File: config.mk
export PLATFORM = sky130hd
export DESIGN_NAME = spcr_core
export DESIGN_NICKNAME = d
export VERILOG_FILES = /design/src/spcr_pkg.sv /design/src/spcr_if.sv /design/src/spcr_core.sv /design/src/spcr_pwm_chan.sv /design/src/spcr_spi_frame.sv
export VERILOG_INCLUDE_DIRS = /design/src
export SDC_FILE = /design/constraint.sdc
export NUM_CORES = 1
export LEC_CHECK = 0
export ABC_AREA = 1
export BUFFER_PORTS_ARGS = -buffer_cell sky130_fd_sc_hd__buf_2
export CAP_MARGIN = 20
export CORE_MARGIN = 2
export CORE_UTILIZATION = 35
export CTS_BUF_LIST = sky130_fd_sc_hd__clkbuf_8
export DETAILED_ROUTE_END_ITERATION = 6
export PLACE_DENSITY_LB_ADDON = 0.12
export SLEW_MARGIN = 30
export SYNTH_ARGS = -nofsm -noshare
export SYNTH_HDL_FRONTEND = slang
export SYNTH_HIERARCHICAL = 1
export SYNTH_SLANG_ARGS = --single-unit
File: constraint.sdc
create_clock -name clk -period 2.3 [get_ports clk]
set_clock_uncertainty 0.05 [all_clocks]
set_input_delay 0 -clock clk [delete_from_list [all_inputs] [get_ports clk]]
set_output_delay 0 -clock clk [all_outputs]
set_load 0.1 [all_outputs]
File: src/spcr_defs.svh
// Register map, field positions, reset values and timing counts
`ifndef SPCR_DEFS_SVH
`define SPCR_DEFS_SVH

// Register addresses, 7 bits as carried in the frame
`define SPCR_ADDR_MULTIPIN 7'h17
`define SPCR_ADDR_PWM1 7'h18
`define SPCR_ADDR_PWM2 7'h19
`define SPCR_ADDR_FREQ 7'h1C
`define SPCR_ADDR_SCRATCH 7'h1E

// Reset values
`define SPCR_RST_DUTY 8'h00
`define SPCR_RST_FREQ 1'h0
`define SPCR_RST_SCRATCH 8'h00
`define SPCR_RST_MULTIPIN 8'h00

// Field positions
`define SPCR_FREQ1_BIT 0
`define SPCR_FREQ2_BIT 2
`define SPCR_FAIL_OUT_DUTY_SEL_MSB 7
`define SPCR_FAIL_OUT_DUTY_SEL_LSB 6
`define SPCR_PIN2_MSB 5
`define SPCR_PIN2_LSB 3
`define SPCR_PIN1_MSB 2
`define SPCR_PIN1_LSB 0

// Frame layout
`define SPCR_FRAME_BITS 5'h10
`define SPCR_HDR_BITS 5'h08
`define SPCR_LOAD_BIT 5'h07

// Timing
`define SPCR_CLK_NS 20
`define SPCR_PWM_STEPS 255
`define SPCR_PWM200_NS 5000000
`define SPCR_PWM400_NS 2500000
`define SPCR_PWM200_STEP (`SPCR_PWM200_NS / `SPCR_CLK_NS / `SPCR_PWM_STEPS)
`define SPCR_PWM400_STEP (`SPCR_PWM400_NS / `SPCR_CLK_NS / `SPCR_PWM_STEPS)
`define SPCR_WAKE_FILT_NS 16000
`define SPCR_WAKE_FILT_CYC \
    ((`SPCR_WAKE_FILT_NS + `SPCR_CLK_NS - 1) / `SPCR_CLK_NS)
`define SPCR_FO_SLOTS 6'h28
`define SPCR_FO_STEP_CYC 1250000

// Duty codes
`define SPCR_DUTY_OFF 8'h00
`define SPCR_DUTY_FULL 8'hFF

`endif

File: src/spcr_pkg.sv
// Types shared by the pulse and pin configuration block
package spcr_pkg;
    typedef enum logic [2:0] {
        PIN_OFF = 3'b100,
        PIN_WAKE = 3'b101,
        PIN_LOW_SIDE = 3'b110,
        PIN_HIGH_SIDE = 3'b111
    } spcr_pin_mode_type;
    typedef enum logic [1:0] {
        FO_DUTY_20 = 2'b00,
        FO_DUTY_10 = 2'b01,
        FO_DUTY_5 = 2'b10,
        FO_DUTY_2P5 = 2'b11
    } spcr_fo_duty_type;
    typedef enum logic [2:0] {
        HS_BY_PULSE_ONE = 3'b100,
        HS_BY_PULSE_TWO = 3'b101
    } spcr_hs_route_type;
endpackage

File: src/spcr_if.sv
// Carriers between the register core, the frame port and the channels
`timescale 1ns/100ps
interface spcr_pwm_if;
    logic [7:0] duty;
    logic freq_sel;
    logic level;
    modport ctl(output duty, output freq_sel, input level);
    modport chan(input duty, input freq_sel, output level);
endinterface

interface spcr_frame_if;
    logic done;
    logic [6:0] addr;
    logic wr;
    logic [7:0] wdata;
    logic [7:0] rdata;
    modport ctl(input done, input addr, input wr, input wdata,
        output rdata);
    modport spi(output done, output addr, output wr, output wdata,
        input rdata);
endinterface

File: src/spcr_core.sv
// Pulse generators, multipurpose pin setup and host scratch byte
`timescale 1ns/100ps
`include "spcr_defs.svh"
// Contract
// - Fail duty field picks 20/10/5/2.5 percent
// - Pin two: fail three, off, wake, LS, HS
// - Pin one: fail two, off, wake, LS, HS
// - Channel one duty: 0 off, FF on, n/255
// - Channel two duty behaves the same
// - Frequency bits 0 and 2: 200/400 Hz
// - Frequency reserved bits read zero, ignore writes
// - Duty cleared on power-on, soft; kept restart
// - Frequency cleared power-on, soft; kept restart
// - Scratch byte host only, never used internally
// - Scratch byte cleared only by power-on
// - Scratch access only in normal mode
// - Switch code 100 channel one, 101 two
// - Frame: 7-bit address, access bit, data
module spcr_core #(
    parameter int HS_NUM = 4,
    parameter int FO_STEP_CYC = `SPCR_FO_STEP_CYC,
    parameter int WAKE_FILT_CYC = `SPCR_WAKE_FILT_CYC
) (
    input wire logic clk,
    input wire logic nrst,
    input wire logic spi_sck,
    input wire logic spi_csn,
    input wire logic spi_sdi,
    output logic spi_sdo,
    output logic spi_sdo_oe,
    input wire logic soft_reset,
    input wire logic restart_mode,
    input wire logic normal_mode,
    input wire logic fail_active,
    input wire logic [1:0] pin_wake_in,
    input wire logic [HS_NUM*3-1:0] hs_cfg,
    output logic pulse_one_out,
    output logic pulse_two_out,
    output logic [HS_NUM-1:0] hs_pwm_drive,
    output logic [HS_NUM-1:0] hs_pwm_ctl,
    output logic [1:0] pin_fail_drive,
    output logic [1:0] pin_low_side_on,
    output logic [1:0] pin_high_side_on,
    output logic [1:0] pin_wake_en,
    output logic [1:0] pin_wake_level
);
    import spcr_pkg::*;
    localparam int FW = $clog2(FO_STEP_CYC + 1);
    localparam int WW = $clog2(WAKE_FILT_CYC + 1);
    localparam logic [FW-1:0] FO_LIM = FW'(FO_STEP_CYC - 1);
    localparam logic [WW-1:0] WAKE_LIM = WW'(WAKE_FILT_CYC - 1);

    spcr_frame_if frm ();
    spcr_pwm_if pw1 ();
    spcr_pwm_if pw2 ();

    logic [7:0] duty1_r;
    logic [7:0] duty2_r;
    logic freq1_r;
    logic freq2_r;
    logic [7:0] scratch_r;
    logic [7:0] multipin_r;
    logic [FW-1:0] fo_div_r;
    logic [5:0] fo_slot_r;
    logic fo_pulse_r;
    logic [HS_NUM-1:0] hs_drive_r;
    logic [HS_NUM-1:0] hs_ctl_r;

    // Frame port
    spcr_spi_frame u_frame (
        .clk(clk),
        .nrst(nrst),
        .spi_sck(spi_sck),
        .spi_csn(spi_csn),
        .spi_sdi(spi_sdi),
        .spi_sdo(spi_sdo),
        .spi_sdo_oe(spi_sdo_oe),
        .frm(frm.spi)
    );

    // Write strobes, committed at the end of a complete frame
    wire [7:0] wdata = frm.wdata;
    wire wr_hit = frm.done & frm.wr;
    wire wr_pwm1 = wr_hit & (frm.addr == `SPCR_ADDR_PWM1);
    wire wr_pwm2 = wr_hit & (frm.addr == `SPCR_ADDR_PWM2);
    wire wr_freq = wr_hit & (frm.addr == `SPCR_ADDR_FREQ);
    wire wr_pin = wr_hit & (frm.addr == `SPCR_ADDR_MULTIPIN);
    // Scratch writes outside normal mode are dropped
    wire wr_scr = wr_hit & (frm.addr == `SPCR_ADDR_SCRATCH)
        & normal_mode;

    // Read back, reserved frequency bits forced to zero
    wire [7:0] freq_rd = {5'h00, freq2_r, 1'b0, freq1_r};
    wire [7:0] scr_rd = normal_mode ? scratch_r : 8'h00;
    assign frm.rdata =
        (frm.addr == `SPCR_ADDR_PWM1) ? duty1_r :
        (frm.addr == `SPCR_ADDR_PWM2) ? duty2_r :
        (frm.addr == `SPCR_ADDR_FREQ) ? freq_rd :
        (frm.addr == `SPCR_ADDR_SCRATCH) ? scr_rd :
        (frm.addr == `SPCR_ADDR_MULTIPIN) ? multipin_r :
        8'h00;

    // Control registers; restart mode has no clearing effect here
    always_ff @(posedge clk or negedge nrst) begin
        if (!nrst) begin
            duty1_r <= `SPCR_RST_DUTY;
            duty2_r <= `SPCR_RST_DUTY;
            freq1_r <= `SPCR_RST_FREQ;
            freq2_r <= `SPCR_RST_FREQ;
            multipin_r <= `SPCR_RST_MULTIPIN;
        end else if (soft_reset) begin
            duty1_r <= `SPCR_RST_DUTY;
            duty2_r <= `SPCR_RST_DUTY;
            freq1_r <= `SPCR_RST_FREQ;
            freq2_r <= `SPCR_RST_FREQ;
            multipin_r <= `SPCR_RST_MULTIPIN;
        end else begin
            if (wr_pwm1) begin
                duty1_r <= wdata;
            end
            if (wr_pwm2) begin
                duty2_r <= wdata;
            end
            if (wr_freq) begin
                freq1_r <= wdata[`SPCR_FREQ1_BIT];
                freq2_r <= wdata[`SPCR_FREQ2_BIT];
            end
            if (wr_pin) begin
                multipin_r <= wdata;
            end
        end
    end

    // Scratch byte survives soft reset, only power-on clears it
    always_ff @(posedge clk or negedge nrst) begin
        if (!nrst) begin
            scratch_r <= `SPCR_RST_SCRATCH;
        end else if (wr_scr) begin
            scratch_r <= wdata;
        end
    end

    // Two pulse channels
    assign pw1.duty = duty1_r;
    assign pw1.freq_sel = freq1_r;
    assign pw2.duty = duty2_r;
    assign pw2.freq_sel = freq2_r;
    spcr_pwm_chan u_pwm_one (
        .clk(clk),
        .nrst(nrst),
        .pw(pw1.chan)
    );
    spcr_pwm_chan u_pwm_two (
        .clk(clk),
        .nrst(nrst),
        .pw(pw2.chan)
    );
    assign pulse_one_out = pw1.level;
    assign pulse_two_out = pw2.level;

    // Fail duty: period of 40 slots, 1/2/4/8 of them on
    wire [1:0] fo_duty = multipin_r[`SPCR_FAIL_OUT_DUTY_SEL_MSB:`SPCR_FAIL_OUT_DUTY_SEL_LSB];
    wire [5:0] fo_on_slots =
        (fo_duty == FO_DUTY_20) ? 6'h08 :
        (fo_duty == FO_DUTY_10) ? 6'h04 :
        (fo_duty == FO_DUTY_5) ? 6'h02 :
        6'h01;
    wire fo_tick = (fo_div_r >= FO_LIM);

    always_ff @(posedge clk or negedge nrst) begin
        if (!nrst) begin
            fo_div_r <= '0;
            fo_slot_r <= 6'h00;
            fo_pulse_r <= 1'b0;
        end else begin
            fo_div_r <= fo_tick ? '0 : fo_div_r + FW'(1);
            if (fo_tick) begin
                fo_slot_r <= (fo_slot_r >= `SPCR_FO_SLOTS - 6'h01) ?
                    6'h00 : fo_slot_r + 6'h01;
            end
            fo_pulse_r <= (fo_slot_r < fo_on_slots);
        end
    end

    // Pin decode and wake filters; index 0 is pin one, 1 is pin two
    wire [2:0] pin_cfg [2];
    assign pin_cfg[0] = multipin_r[`SPCR_PIN1_MSB:`SPCR_PIN1_LSB];
    assign pin_cfg[1] = multipin_r[`SPCR_PIN2_MSB:`SPCR_PIN2_LSB];
    // Pin one carries the static fail level, pin two the pulsed one
    wire [1:0] fail_src = {fail_active & fo_pulse_r, fail_active};

    for (genvar p = 0; p < 2; p++) begin : g_pin
        logic [1:0] wk_s_r;
        logic [WW-1:0] wk_cnt_r;
        logic wk_lvl_r;
        logic fail_r;
        logic ls_r;
        logic hs_r;
        logic wen_r;
        wire fail_sel = ~pin_cfg[p][2];
        wire is_wake = (pin_cfg[p] == PIN_WAKE);
        wire wk_diff = wk_s_r[1] ^ wk_lvl_r;

        // Static filter: level must stand the full time to pass
        always_ff @(posedge clk or negedge nrst) begin
            if (!nrst) begin
                wk_s_r <= 2'h0;
                wk_cnt_r <= '0;
                wk_lvl_r <= 1'b0;
            end else begin
                wk_s_r <= {wk_s_r[0], pin_wake_in[p]};
                if (!is_wake || !wk_diff) begin
                    wk_cnt_r <= '0;
                end else if (wk_cnt_r >= WAKE_LIM) begin
                    wk_cnt_r <= '0;
                    wk_lvl_r <= wk_s_r[1];
                end else begin
                    wk_cnt_r <= wk_cnt_r + WW'(1);
                end
            end
        end

        // Registered pin drives
        always_ff @(posedge clk or negedge nrst) begin
            if (!nrst) begin
                fail_r <= 1'b0;
                ls_r <= 1'b0;
                hs_r <= 1'b0;
                wen_r <= 1'b0;
            end else begin
                fail_r <= fail_sel & fail_src[p];
                ls_r <= (pin_cfg[p] == PIN_LOW_SIDE);
                hs_r <= (pin_cfg[p] == PIN_HIGH_SIDE);
                wen_r <= is_wake;
            end
        end
        assign pin_fail_drive[p] = fail_r;
        assign pin_low_side_on[p] = ls_r;
        assign pin_high_side_on[p] = hs_r;
        assign pin_wake_en[p] = wen_r;
        assign pin_wake_level[p] = wk_lvl_r & wen_r;
    end

    // Route channels to high-side switches by their config code
    for (genvar h = 0; h < HS_NUM; h++) begin : g_hs
        wire [2:0] code = hs_cfg[h*3 +: 3];
        wire by_one = (code == HS_BY_PULSE_ONE);
        wire by_two = (code == HS_BY_PULSE_TWO);
        always_ff @(posedge clk or negedge nrst) begin
            if (!nrst) begin
                hs_drive_r[h] <= 1'b0;
                hs_ctl_r[h] <= 1'b0;
            end else begin
                hs_drive_r[h] <= (by_one & pw1.level) |
                    (by_two & pw2.level);
                hs_ctl_r[h] <= by_one | by_two;
            end
        end
    end
    assign hs_pwm_drive = hs_drive_r;
    assign hs_pwm_ctl = hs_ctl_r;
endmodule

File: src/spcr_pwm_chan.sv
// One pulse-width channel: 255 steps per period, 200 or 400 Hz
`timescale 1ns/100ps
`include "spcr_defs.svh"
module spcr_pwm_chan #(
    parameter int STEP_SLOW = `SPCR_PWM200_STEP,
    parameter int STEP_FAST = `SPCR_PWM400_STEP
) (
    input wire logic clk,
    input wire logic nrst,
    spcr_pwm_if.chan pw
);
    import spcr_pkg::*;
    localparam int DW = $clog2(STEP_SLOW + 1);
    localparam logic [DW-1:0] LIM_SLOW = DW'(STEP_SLOW - 1);
    localparam logic [DW-1:0] LIM_FAST = DW'(STEP_FAST - 1);
    localparam logic [7:0] LAST_STEP = 8'(`SPCR_PWM_STEPS - 1);
    logic [DW-1:0] div_r;
    logic [7:0] step_r;
    logic level_r;
    wire [DW-1:0] div_lim = pw.freq_sel ? LIM_FAST : LIM_SLOW;
    // >= so a switch to the faster rate cannot overrun the divider
    wire step_tick = (div_r >= div_lim);
    wire level_nxt = (pw.duty == `SPCR_DUTY_FULL) ? 1'b1 :
        (step_r < pw.duty);

    // Step divider and step counter, one period is 255 steps
    always_ff @(posedge clk or negedge nrst) begin
        if (!nrst) begin
            div_r <= '0;
            step_r <= 8'h00;
            level_r <= 1'b0;
        end else begin
            div_r <= step_tick ? '0 : div_r + DW'(1);
            if (step_tick) begin
                step_r <= (step_r >= LAST_STEP) ? 8'h00 : step_r + 8'h01;
            end
            level_r <= level_nxt;
        end
    end
    assign pw.level = level_r;
endmodule

File: src/spcr_spi_frame.sv
// 16-bit serial frame port: address, access bit, data byte, LSB first
`timescale 1ns/100ps
`include "spcr_defs.svh"
module spcr_spi_frame (
    input wire logic clk,
    input wire logic nrst,
    input wire logic spi_sck,
    input wire logic spi_csn,
    input wire logic spi_sdi,
    output logic spi_sdo,
    output logic spi_sdo_oe,
    spcr_frame_if.spi frm
);
    import spcr_pkg::*;
    logic [2:0] sck_s_r;
    logic [2:0] csn_s_r;
    logic [1:0] sdi_s_r;
    logic [15:0] shift_r;
    logic [4:0] cnt_r;
    logic [1:0] load_r;
    logic [6:0] addr_r;
    logic wr_r;
    logic [7:0] tx_r;
    logic sdo_r;
    logic done_r;
    logic [7:0] wdata_r;

    // Pin synchronisers, stage [0] feeds only stage [1]
    always_ff @(posedge clk or negedge nrst) begin
        if (!nrst) begin
            sck_s_r <= 3'h0;
            csn_s_r <= 3'h7;
            sdi_s_r <= 2'h0;
        end else begin
            sck_s_r <= {sck_s_r[1:0], spi_sck};
            csn_s_r <= {csn_s_r[1:0], spi_csn};
            sdi_s_r <= {sdi_s_r[0], spi_sdi};
        end
    end
    wire sel = ~csn_s_r[1];
    wire sck_rise = sck_s_r[1] & ~sck_s_r[2];
    wire sck_fall = ~sck_s_r[1] & sck_s_r[2];
    wire cs_end = csn_s_r[1] & ~csn_s_r[2];

    // Shift in on rising clock, out on falling clock
    always_ff @(posedge clk or negedge nrst) begin
        if (!nrst) begin
            shift_r <= 16'h0000;
            cnt_r <= 5'h00;
            load_r <= 2'h0;
            addr_r <= 7'h00;
            wr_r <= 1'b0;
            tx_r <= 8'h00;
            sdo_r <= 1'b0;
            done_r <= 1'b0;
            wdata_r <= 8'h00;
        end else begin
            done_r <= 1'b0;
            load_r <= {load_r[0], 1'b0};
            if (!sel) begin
                cnt_r <= 5'h00;
            end else if (sck_rise) begin
                shift_r <= {sdi_s_r[1], shift_r[15:1]};
                // A 17th bit spoils the frame
                if (cnt_r <= `SPCR_FRAME_BITS) begin
                    cnt_r <= cnt_r + 5'h01;
                end
                load_r[0] <= (cnt_r == `SPCR_LOAD_BIT);
            end
            if (load_r[0]) begin
                addr_r <= shift_r[14:8];
                wr_r <= shift_r[15];
            end
            if (load_r[1]) begin
                tx_r <= frm.rdata;
            end
            if (sck_fall) begin
                if (cnt_r >= `SPCR_HDR_BITS) begin
                    sdo_r <= tx_r[0];
                    tx_r <= {1'b0, tx_r[7:1]};
                end else begin
                    sdo_r <= 1'b0;
                end
            end
            // Only a frame of exactly 16 bits is committed
            if (cs_end && cnt_r == `SPCR_FRAME_BITS) begin
                done_r <= 1'b1;
                wdata_r <= shift_r[15:8];
            end
        end
    end
    assign frm.done = done_r;
    assign frm.addr = addr_r;
    assign frm.wr = wr_r;
    assign frm.wdata = wdata_r;
    assign spi_sdo = sdo_r;
    assign spi_sdo_oe = sel;
endmodule

==> load_flow_metrics.sql, run 1 <==
INSERT INTO impl_metrics (metric_group, metric, value, unit) VALUES
('sta', 'final_cycle_share', '85.4', '%'),
('power', 'power.share.sequential', '57.6', '%'),
('global_routing', 'number_of_global_route_vias_before_repair', '7296', ''),
('setup_path', 'crit_path_top_delay_cell', 'dfrtp_1', ''),
('setup_path', 'setup.worst_path.end_class', 'flip-flop', ''),
('synthesis', 'post_synth_inst_count', '1194', ''),
('detailed_routing', 'first_iter_violations', '482', ''),
('setup_path', 'path_class', 'reg2reg', ''),
('job', 'cap_viol_max_count', '0', ''),
('place', 'count_of_buffers_from_port_buffering', '43', ''),
('clock_network', 'clockRootBuffer', 'clkbuf_8', ''),
('setup_path', 'path_cells', 'inv_1 > nand3_2 > inv_1 > nand2_1 > nor2_2 > buf_4 > nand2_1 > nand4_1 > nand2_1 > o21ai_0 > nand2_1 > nand2_1', ''),
('detailed_routing', 'routedWlPerCell', '12.9', 'um'),
('layout', 'area_growth_syn_to_layout', '12.0', '%'),
('floorplan', 'design.core.area', '27900', 'um^2'),
('detailed_routing', 'vias', '7635', ''),
('layout', 'finish.net_count', '1324', ''),
('synthesis', 'synth_simple_gate_area_share', '29.3', '%'),
('power', 'total_switching_power', '1.47', 'mW'),
('power', 'total_power_per_unit_cell_area', '535', 'nW/um^2'),
('setup_path', 'timing.critical_path.mode_cell', 'nand2_1', ''),
('clock_network', 'clock_transition_time_at_the_flip_flop_clock_pins_of_the_worst_setup_and_hold_paths', '0.10', 'ns'),
('synthesis', 'synth_top_family_by_area', 'simple AND/OR/NAND/NOR gates', ''),
('setup_path', 'crit_path_max_incr_delay', '0.38', 'ns'),
('layout', 'num_antenna_cells', '0', ''),
('clock_network', 'number_of_gates_resized_after_cts', '0', ''),
('layout', 'area_of_the_multi_input_gates', '4460', 'um^2'),
('layout', 'drive_above_1_share', '11.4', '%'),
('setup_path', 'crit_arrival', '2.33', 'ns'),
('synthesis', 'yosys.area.top_type', 'dfrtp_1', ''),
('power', 'irDropWorstVdd', '0.277', 'mV'),
('detailed_routing', 'postRouteWirelength', '21400', 'um'),
('floorplan', 'starting_density', '35.8', '%'),
('power', 'p_int', '4.52', 'mW'),
('layout', 'n_fill_cell', '2863', ''),
('synthesis', 'ys_warn_count', '6', ''),
('setup_path', 'cp.required', '2.67', 'ns'),
('clock_network', 'cts-buffers-inserted', '17', ''),
('clock_network', 'clock_tree.htree_level_count', '4', ''),
('global_routing', 'initial_antenna_violation_count', '0', ''),
('synthesis', 'yosys.area.top_type_share', '47.1', '%'),
('sta', 'post-route-min-period', '1.96', 'ns'),
('layout', 'utilization', '40.1', '%'),
('synthesis', 'post_synthesis_instance_area', '10000', 'um^2'),
('run_status', 'status', 'finished clean', ''),
('sta', 'fin_setup_tns', '0', 'ns'),
('global_routing', 'first_pass_grt_wire_length', '36700', 'um'),
('power', 'share_comb_of_total_power', '5.0', '%'),
('power', 'power', '5.99', 'mW'),
('synthesis', 'async_reset_ff_share', '100', '%'),
('synthesis', 'yosys.area_share.adder', '4.88', '%'),
('synthesis', 'post_synth_xor_area_fraction', '3.50', '%'),
('global_routing', 'grt.total_usage', '14.9', '%'),
('synthesis', 'ys_seq_elements', '191', ''),
('setup_path', 'crit_buf_inv', '3', ''),
('setup_path', 'path_max_fanout', '8', ''),
('sta', 'rsz_0062_raised_after_global_routing', 'false', ''),
('synthesis', 'synth.area.mux_share', '0.325', '%'),
('sta', 'final-max-slew-violation-count', '0', ''),
('min_path', 'hold_path.class', 'in2async', ''),
('detailed_routing', 'post_drt_via_cell_ratio', '4.62', ''),
('sta', 'worst_slew_margin_rel', '56.7', '%'),
('sta', 'setup_violations', '0', ''),
('sta', 'hold_violations', '0', ''),
('synthesis', 'ys_dominant_reg_cell', 'dfrtp_1', ''),
('clock_network', 'numClockSinks', '191', ''),
('floorplan', 'floorplan.rows', '61', ''),
('floorplan', 'vertical_die_dimension', '173', 'um'),
('synthesis', 'syn-num-nets', '1256', ''),
('detailed_routing', 'drtAntennaViolNets', '0', ''),
('detailed_routing', 'first_pass_iters', '5', '');
worst paths after layout:
path / slack, ns / end / startpoint / cells after the start
worst max-delay path: 0.34 / u_frame/tx_r[6] / u_frame/frm.addr[6] / 12
worst min-delay path: 0.09 / u_frame/csn_s_r[0] / nrst / 2
worst max register to register: 0.34 / u_frame/tx_r[6] / u_frame/frm.addr[6] / 12
worst min register to register: 0.31 / g_pin[1].wk_s_r[1] / g_pin[1].wk_s_r[0] / 0
max in group asynchronous: 1.65 / g_pin[1].wen_r / nrst / 3
min in group clk: 0.12 / g_pin[0].wk_s_r[0] / pin_wake_in[0] / 2
kinds of logic (layout without fill, tap and decap cells):
group / count (synthesis) / count (layout)
multiplexers: 3 / 3
AND/OR/NAND/NOR: 649 / 649
adder cells (fa/ha/maj): 39 / 39
AO/OA/AOI/OAI: 110 / 110
flip-flops: 191 / 191
XOR/XNOR: 40 / 40
buffers and inverters: 162 / 242
layer usage:
metal / wire (um) / vias up / track usage, % / part of all wire [%]
met5: 0 / - / 0 / 0
met4: 216 / 0 / 3.81 / 1.0
met3: 686 / 12 / 2.95 / 3.2
met2: 9460 / 112 / 22.8 / 44
met1: 11000 / 3532 / 21.7 / 51
li1: - / 3979 / - / -
power groups by stage:
stage	logic, mW	registers (mW)	clock network, mW
3_3_place_gp	0.272	3.51	0
4_1_cts	0.310	3.45	2.36
3_5_place_dp	0.273	3.52	0
2_1_floorplan	0.105	3.54	0
5_1_grt	0.342	3.46	2.51
6_report	0.301	3.45	2.24
cells in the mapped netlist, types with 4 or more instances:
cell type  instances
ha_1              39
nand3_2            5
a21oi_1           27
nand3_1           76
nand2_2            5
o21ai_1           25
xnor2_1            9
a22oi_1            5
o21bai_1           4
inv_1            123
nor2_2             4
nand2_1          322
o21ai_2           13
nand3_4            5
dfrtp_1          188
a2111oi_0          4
nor2_1           146
xor2_1            31
inv_2              9
nor3_1            29
buf_4             11
nand4_1           35
buf_6              9
nand2_4            5
o21ai_0           26
area by class of cell:
class / count / share of cell area, %
clock inverter: 12 / 1.21
multi-input combinational: 841 / 39.8
tap: 378 / 4.22
clock buffer: 19 / 2.34
sequential: 191 / 42.7
inverter: 136 / 4.58
timing repair buffer: 75 / 5.09
timing repair:
| action | 4_1_cts | 5_1_grt |
|---|---|---|
| endpoints found under the setup margin | 0 | 0 |
| endpoints found under the hold margin | 208 | 0 |
| setup buffers | 0 | 0 |
| hold buffers | 25 | 0 |
flip-flops by register name, indices dropped and copies added (netlist names), 10 cells and up:
| signal | flops |
|---|---|
| u_pwm_two/div_r | 10 |
| fo_div_r | 21 |
| g_pin.wk_cnt_r | 20 |
| u_pwm_one/div_r | 10 |
metrics by stage:
step	area [um^2]	cells	worst slack, ns	hold slack [ns]
2_1_floorplan	10000	1194	0.655	-0.346
3_3_place_gp	10500	1596	0.372	-0.0615
3_5_place_dp	10500	1596	0.327	-0.0608
4_1_cts	11200	1652	0.314	0.0489
5_1_grt	11200	1652	0.108	0.0506
6_report	11200	1652	0.335	0.0923
No activity file was read; power rests on OpenSTA's default activity.
==> inputs of run 2 (changes only) <==
==> constraint.sdc (replaced) <==
create_clock -name clk -period 2.3 [get_ports clk]
set_clock_uncertainty 0.05 [all_clocks]
set_input_delay 0.46 -clock clk [delete_from_list [all_inputs] [get_ports clk]]
set_output_delay 0.46 -clock clk [all_outputs]
set_load 0.1 [all_outputs]
==> load_flow_metrics.sql, run 2 (same netlist as run 1, synthesis figures left out) <==
INSERT INTO impl_metrics (metric_group, metric, value, unit) VALUES
('global_routing', 'number_of_global_route_vias_before_repair', '7184', ''),
('sta', 'final-max-slew-violation-count', '0', ''),
('clock_network', 'number_of_gates_resized_after_cts', '0', ''),
('clock_network', 'clk-insertion-delay-late', '0.47', 'ns'),
('sta', 'fin_worst_hold_slack', '0.0410', 'ns'),
('layout', 'most-common-layout-cells', 'nand2_1, dfrtp_1, nor2_1', ''),
('detailed_routing', 'first_pass_iters', '7', ''),
('setup_path', 'crit-reg2reg-launch', 'u_frame/frm.addr[6]', ''),
('layout', 'finish.net_count', '1301', ''),
('clock_network', 'postCtsSetupBuffers', '0', ''),
('clock_network', 'tritoncts', 'yes', ''),
('layout', 'top_register', 'fo_div_r', ''),
('min_path', 'hold_path.class', 'in2reg', ''),
('setup_path', 'path_max_fanout', '12', ''),
('detailed_routing', 'postRouteWirelength', '21000', 'um'),
('setup_path', 'path_class', 'reg2reg', ''),
('min_path', 'worstHoldEndpoint', 'u_frame/csn_s_r[0]', ''),
('global_routing', 'pin_count_of_the_biggest_net_entering_global_routing', '52', ''),
('global_routing', 'first_pass_grt_wire_length', '36400', 'um'),
('place', 'place.detailed.instances', '1597', ''),
('floorplan', 'vertical_die_dimension', '173', 'um'),
('detailed_routing', 'first_iter_violations', '403', ''),
('power', 'power', '5.89', 'mW'),
('detailed_routing', 'drtAntennaViolNets', '0', ''),
('layout', 'area_growth_syn_to_layout', '9.44', '%'),
('sta', 'setup_violations', '0', ''),
('clock_network', 'clockRootBuffer', 'clkbuf_8', ''),
('global_routing', 'initial_antenna_violation_count', '0', ''),
('layout', 'final_cells', '1630', ''),
('setup_path', 'ff2ff_path_depth', '11', ''),
('detailed_routing', 'routedWlPerCell', '12.9', 'um'),
('clock_network', 'clock_tree.htree_level_count', '4', ''),
('floorplan', 'design.core.area', '27900', 'um^2'),
('sta', 'rsz_0062_raised_after_global_routing', 'false', ''),
('global_routing', 'grt.total_usage', '14.7', '%'),
('setup_path', 'crit_arrival', '2.40', 'ns'),
('min_path', 'min_path_cells', '1', ''),
('place', 'count_of_buffers_from_port_buffering', '43', ''),
('layout', 'num_antenna_cells', '0', ''),
('power', 'irDropWorstVdd', '0.319', 'mV'),
('setup_path', 'worst_r2r_endpoint', 'u_frame/tx_r[1]', ''),
('sta', 'hold_violations', '0', ''),
('detailed_routing', 'drt_drc_violations_left', '0', ''),
('layout', 'drive_above_1_share', '11.7', '%'),
('floorplan', 'starting_density', '35.8', '%'),
('clock_network', 'cts_buffer_depth', '2', ''),
('layout', 'layout_top_registers', 'fo_div_r x21, g_pin.wk_cnt_r x20', ''),
('power', 'total_power_per_unit_cell_area', '539', 'nW/um^2'),
('sta', 'fin_setup_tns', '0', 'ns'),
('sta', 'max_freq', '0.488', 'GHz'),
('sta', 'final_cycle_share', '89.0', '%'),
('layout', 'largest_register_ff_count', '21', ''),
('min_path', 'startpoint_of_the_tightest_hold_check_path', 'spi_csn', ''),
('setup_path', 'cp.required', '2.65', 'ns'),
('setup_path', 'ff2ff_setup_slack', '0.25', 'ns'),
('detailed_routing', 'vias', '7532', ''),
('floorplan', 'floorplan.die.width', '173', 'um'),
('layout', 'stdcell_area', '10900', 'um^2'),
('job', 'cap_viol_max_count', '0', ''),
('place', 'gp_routability_congestion', '0.762', ''),
('sta', 'max_slew.worst_pin.slew', '0.627', 'ns'),
('sta', 'worst_slew_margin_rel', '57.9', '%'),
('power', 'p_leak', '5.28', 'nW'),
('global_routing', 'global_route.overflow_total', '0', ''),
('place', 'postPlaceCellArea', '10600', 'um^2'),
('clock_network', 'cts-buffers-inserted', '17', ''),
('place', 'place_hpwl', '14800', 'um'),
('clock_network', 'clock_transition_time_at_the_flip_flop_clock_pins_of_the_worst_setup_and_hold_paths', '0.10', 'ns'),
('setup_path', 'type_of_element_launching_the_critical_path', 'flip-flop', ''),
('run_status', 'status', 'finished clean', ''),
('floorplan', 'ports', '45', ''),
('sta', 'post-route-min-period', '2.05', 'ns'),
('clock_network', 'numClockSinks', '191', ''),
('floorplan', 'floorplan.rows', '61', ''),
('setup_path', 'setup.worst_path.end_class', 'flip-flop', ''),
('detailed_routing', 'post_drt_via_cell_ratio', '4.62', ''),
('floorplan', 'die_area', '29900', 'um^2'),
('layout', 'final_common_cell', 'nand2_1', '');
[run 2: cell count changes in the layout (fill, tap and decap cells not counted)]
cell           before  now
inv_1             124  123
inv_8               0    1
clkbuf_8           20   19
inv_6               2    4
dlygate4sd3_1      24    1
clkinv_2            1    3
bufinv_16           2    1
buf_16              1    0
buf_12              2    3
clkinvlp_4          3    2
[run 2: final cells by class]
| type | instances | area, um^2 |
|---|---|---|
| Timing Repair Buffer | 52 | 332 |
| Fill cell | 2916 | 17000 |
| Clock buffer | 18 | 248 |
| Sequential cell | 191 | 4780 |
| Clock inverter | 14 | 133 |
| Inverter | 136 | 513 |
| Multi-Input combinational cell | 841 | 4460 |
| Tap cell | 378 | 473 |
[run 2: how the worst max path moves through the flow]
stage,start,end,slack (ns),cells past startpoint
detailed placement,u_frame/frm.addr[6],u_frame/tx_r[1],0.27,11
global placement,u_frame/frm.addr[6],u_frame/tx_r[1],0.27,11
finish,u_frame/frm.addr[6],u_frame/tx_r[1],0.25,11
global route,u_frame/frm.addr[5],u_frame/tx_r[4],0.03,11
CTS,u_frame/frm.addr[6],u_frame/tx_r[1],0.26,11
floorplan,freq1_r,u_pwm_one/step_r[4],0.66,11
[run 2: per-stage QoR]
stage / utilization [%] / worst slack [ns]
after floorplan: - / 0.655
after global placement: 37.8 / 0.265
after detailed placement: 37.8 / 0.273
after CTS: 39.2 / 0.257
after global routing: 39.2 / 0.0261
final: 39.2 / 0.252
[run 2: timing repair]
action / in CTS / in global routing
endpoints found under the hold margin: 44 / 0
hold buffers: 1 / 0
endpoints found under the setup margin: 0 / 0
[run 2: power breakdown]
part	switching, mW	leakage, nW	internal [mW]
logic	0.207	2.55	0.0615
clock network	1.27	0.192	0.906
registers	0.0375	2.53	3.41
total	1.52	5.28	4.38
[run 2: worst max-delay path, cell delays in order, from the launching register on]
cell,delay [ns]
dfrtp_1,0.38
inv_1,0.07
nand3_2,0.18
inv_1,0.17
nand2_1,0.11
nor2_2,0.39
a22oi_1,0.19
nand3_1,0.17
nand2_1,0.06
o21ai_0,0.08
nand2_1,0.08
o21ai_2,0.06
[run 2: routing by layer]
layer	wire length (um)	vias up	share of wire (%)	GRT usage (%)
met3	640	11	3.0	2.79
met5	0	-	0	0
met2	9230	82	44	22.4
li1	-	3944	-	-
met1	11000	3495	52	21.6
met4	197	0	0.94	3.57
==> inputs of run 3 (changes only) <==
- CAP_MARGIN: 20 -> 15
- PLACE_DENSITY_LB_ADDON: 0.12 -> unset
- clock period: 2.3 -> 2.5 ns (I/O delays scaled with it)
==> load_flow_metrics.sql, run 3 (same netlist as run 1, synthesis figures left out) <==
INSERT INTO impl_metrics (metric_group, metric, value, unit) VALUES
('place', 'gp_routability_congestion', '0.823', ''),
('clock_network', 'clock_tree.htree_level_count', '4', ''),
('clock_network', 'clockRootBuffer', 'clkbuf_8', ''),
('layout', 'most-common-layout-cells', 'nand2_1, dfrtp_1, nor2_1', ''),
('global_routing', 'pin_count_of_the_biggest_net_entering_global_routing', '65', ''),
('place', 'place_hpwl', '14200', 'um'),
('sta', 'max_slew.worst_pin.slew', '0.634', 'ns'),
('place', 'place.detailed.instances', '1596', ''),
('floorplan', 'design.core.area', '27900', 'um^2'),
('setup_path', 'crit_path_top_delay_cell', 'nor2_2', ''),
('setup_path', 'crit_path_max_incr_delay', '0.41', 'ns'),
('power', 'total_power_per_unit_cell_area', '487', 'nW/um^2'),
('clock_network', 'cts-buffers-inserted', '17', ''),
('layout', 'finish.net_count', '1300', ''),
('setup_path', 'critical_path_stages', '12', ''),
('floorplan', 'ports', '45', ''),
('clock_network', 'tritoncts', 'yes', ''),
('layout', 'final_common_cell', 'nand2_1', ''),
('detailed_routing', 'routedWlPerCell', '12.2', 'um'),
('detailed_routing', 'postRouteWirelength', '19800', 'um'),
('setup_path', 'type_of_element_launching_the_critical_path', 'flip-flop', ''),
('floorplan', 'starting_density', '35.8', '%'),
('layout', 'layout_top_registers', 'fo_div_r x21, g_pin.wk_cnt_r x20', ''),
('sta', 'post-route-min-period', '2.05', 'ns'),
('clock_network', 'clock_transition_time_at_the_flip_flop_clock_pins_of_the_worst_setup_and_hold_paths', '0.10', 'ns'),
('setup_path', 'ff2ff_path_depth', '12', ''),
('sta', 'setup_violations', '0', ''),
('place', 'postPlaceCellArea', '10500', 'um^2'),
('detailed_routing', 'drt_drc_violations_left', '0', ''),
('detailed_routing', 'drtAntennaViolNets', '0', ''),
('sta', 'final-max-slew-violation-count', '0', ''),
('setup_path', 'crit_buf_inv', '3', ''),
('setup_path', 'path_cells', 'inv_1 > nand3_2 > inv_1 > nand2_1 > nor2_2 > buf_4 > nand2_1 > nand4_1 > nand2_1 > o21ai_0 > nand2_1 > nand2_1', ''),
('sta', 'final_cycle_share', '81.9', '%'),
('clock_network', 'cts_hold_repair_buffers', '1', ''),
('global_routing', 'number_of_global_route_vias_before_repair', '7245', ''),
('sta', 'max_freq', '0.488', 'GHz'),
('min_path', 'hold_path.class', 'in2reg', ''),
('clock_network', 'postCtsSetupBuffers', '0', ''),
('global_routing', 'first_pass_grt_wire_length', '35000', 'um'),
('setup_path', 'timing.critical_path.mode_cell', 'nand2_1', ''),
('power', 'p_leak', '5.25', 'nW'),
('run_status', 'status', 'finished clean', ''),
('layout', 'largest_register_ff_count', '21', ''),
('layout', 'area_growth_syn_to_layout', '9.01', '%'),
('place', 'count_of_buffers_from_port_buffering', '43', ''),
('global_routing', 'global_route.overflow_total', '0', ''),
('sta', 'hold_violations', '0', ''),
('global_routing', 'grt.total_usage', '13.9', '%'),
('setup_path', 'path_max_fanout', '13', ''),
('layout', 'stdcell_area', '10900', 'um^2'),
('clock_network', 'numClockSinks', '191', ''),
('clock_network', 'clk-insertion-delay-late', '0.46', 'ns'),
('clock_network', 'number_of_gates_resized_after_cts', '0', ''),
('sta', 'rsz_0062_raised_after_global_routing', 'false', ''),
('floorplan', 'die_area', '29900', 'um^2'),
('floorplan', 'floorplan.die.width', '173', 'um'),
('global_routing', 'met3_usage', '3.19', '%'),
('detailed_routing', 'first_pass_iters', '7', ''),
('power', 'irDropWorstVdd', '0.301', 'mV'),
('layout', 'drive_above_1_share', '11.7', '%'),
('detailed_routing', 'vias', '7634', ''),
('setup_path', 'path_class', 'reg2reg', ''),
('setup_path', 'worst_path_dominant_cell_family', 'simple AND/OR/NAND/NOR gates', ''),
('sta', 'fin_setup_tns', '0', 'ns'),
('min_path', 'min_path_cells', '1', ''),
('layout', 'n_fill_cell', '2891', ''),
('global_routing', 'groute.layer.met1.usage', '19.8', '%'),
('sta', 'worst_slew_margin_rel', '57.4', '%'),
('setup_path', 'setup.worst_path.end_class', 'flip-flop', ''),
('clock_network', 'cts_buffer_depth', '2', ''),
('detailed_routing', 'post_drt_via_cell_ratio', '4.69', ''),
('layout', 'num_antenna_cells', '0', ''),
('layout', 'final_cells', '1629', ''),
('layout', 'top_register', 'fo_div_r', ''),
('floorplan', 'floorplan.rows', '61', ''),
('setup_path', 'crit_arrival', '2.40', 'ns'),
('setup_path', 'cp.required', '2.86', 'ns'),
('global_routing', 'initial_antenna_violation_count', '0', ''),
('floorplan', 'vertical_die_dimension', '173', 'um'),
('global_routing', 'grt_util_met2', '21.5', '%'),
('global_routing', 'globalRoute.busiestLayer', 'met2', ''),
('detailed_routing', 'first_iter_violations', '552', ''),
('job', 'cap_viol_max_count', '0', '');
[run 3: changes by cell type in the layout (fill, tap and decap cells not counted), sizes merged]
cell      change
buf           -1
bufinv        -1
clkinvlp      +1
[run 3: path summary, 6_finish.rpt]
kind / from / end / slack [ns]
worst min register to register: g_pin[0].wk_s_r[0] / g_pin[0].wk_s_r[1] / 0.31
min in group asynchronous: nrst / fo_div_r[9] / 0.51
worst min-delay path: pin_wake_in[0] / g_pin[0].wk_s_r[0] / 0.08
max in group asynchronous: nrst / duty1_r[7] / 1.19
worst max register to register: u_frame/frm.addr[6] / u_frame/tx_r[6] / 0.45
worst max-delay path: u_frame/frm.addr[6] / u_frame/tx_r[6] / 0.45
[run 3: cell type report]
| class | instances | area [um^2] | share of cell area [%] |
|---|---|---|---|
| clock buffers | 18 | 248 | 2.27 |
| clock inverters | 14 | 110 | 1.01 |
| well taps | 378 | 473 | 4.34 |
| inverters | 136 | 513 | 4.71 |
| repair buffers | 51 | 312 | 2.86 |
| multi-input cells | 841 | 4460 | 40.9 |
| flip-flops and latches | 191 | 4780 | 43.9 |
[run 3: report_power, final]
part	internal [mW]	total [mW]	leakage [nW]	switching (mW)
logic	0.0553	0.244	2.54	0.189
registers	3.14	3.17	2.53	0.0337
clock network	0.732	1.89	0.178	1.16
total	3.92	5.31	5.25	1.38
[run 3: worst register-to-register path: cells and delay by family (launching register included)]
family | cells | cell delay, ns
DFF | 1 | 0.38
AOI/OAI and AO/OA | 1 | 0.09
and+or+nand+nor | 8 | 1.03
buffers and inverters | 3 | 0.44
[run 3: metal layers]
layer | part of all wire [%] | routed length [um]
met1 | 51 | 10000
met2 | 44 | 8810
met3 | 3.7 | 727
met4 | 1.3 | 266
met5 | 0 | 0
[run 3: per-stage QoR]
step | worst slack [ns] | hold WS, ns | total power [mW] | util (%)
2_1_floorplan | 0.855 | 0.154 | 3.36 | -
3_3_place_gp | 0.500 | 0.285 | 3.48 | 37.7
3_5_place_dp | 0.469 | 0.287 | 3.48 | 37.7
4_1_cts | 0.444 | 0.0464 | 5.40 | 39.0
5_1_grt | 0.237 | 0.0439 | 5.56 | 39.0
6_report | 0.452 | 0.0806 | 5.31 | 39.0
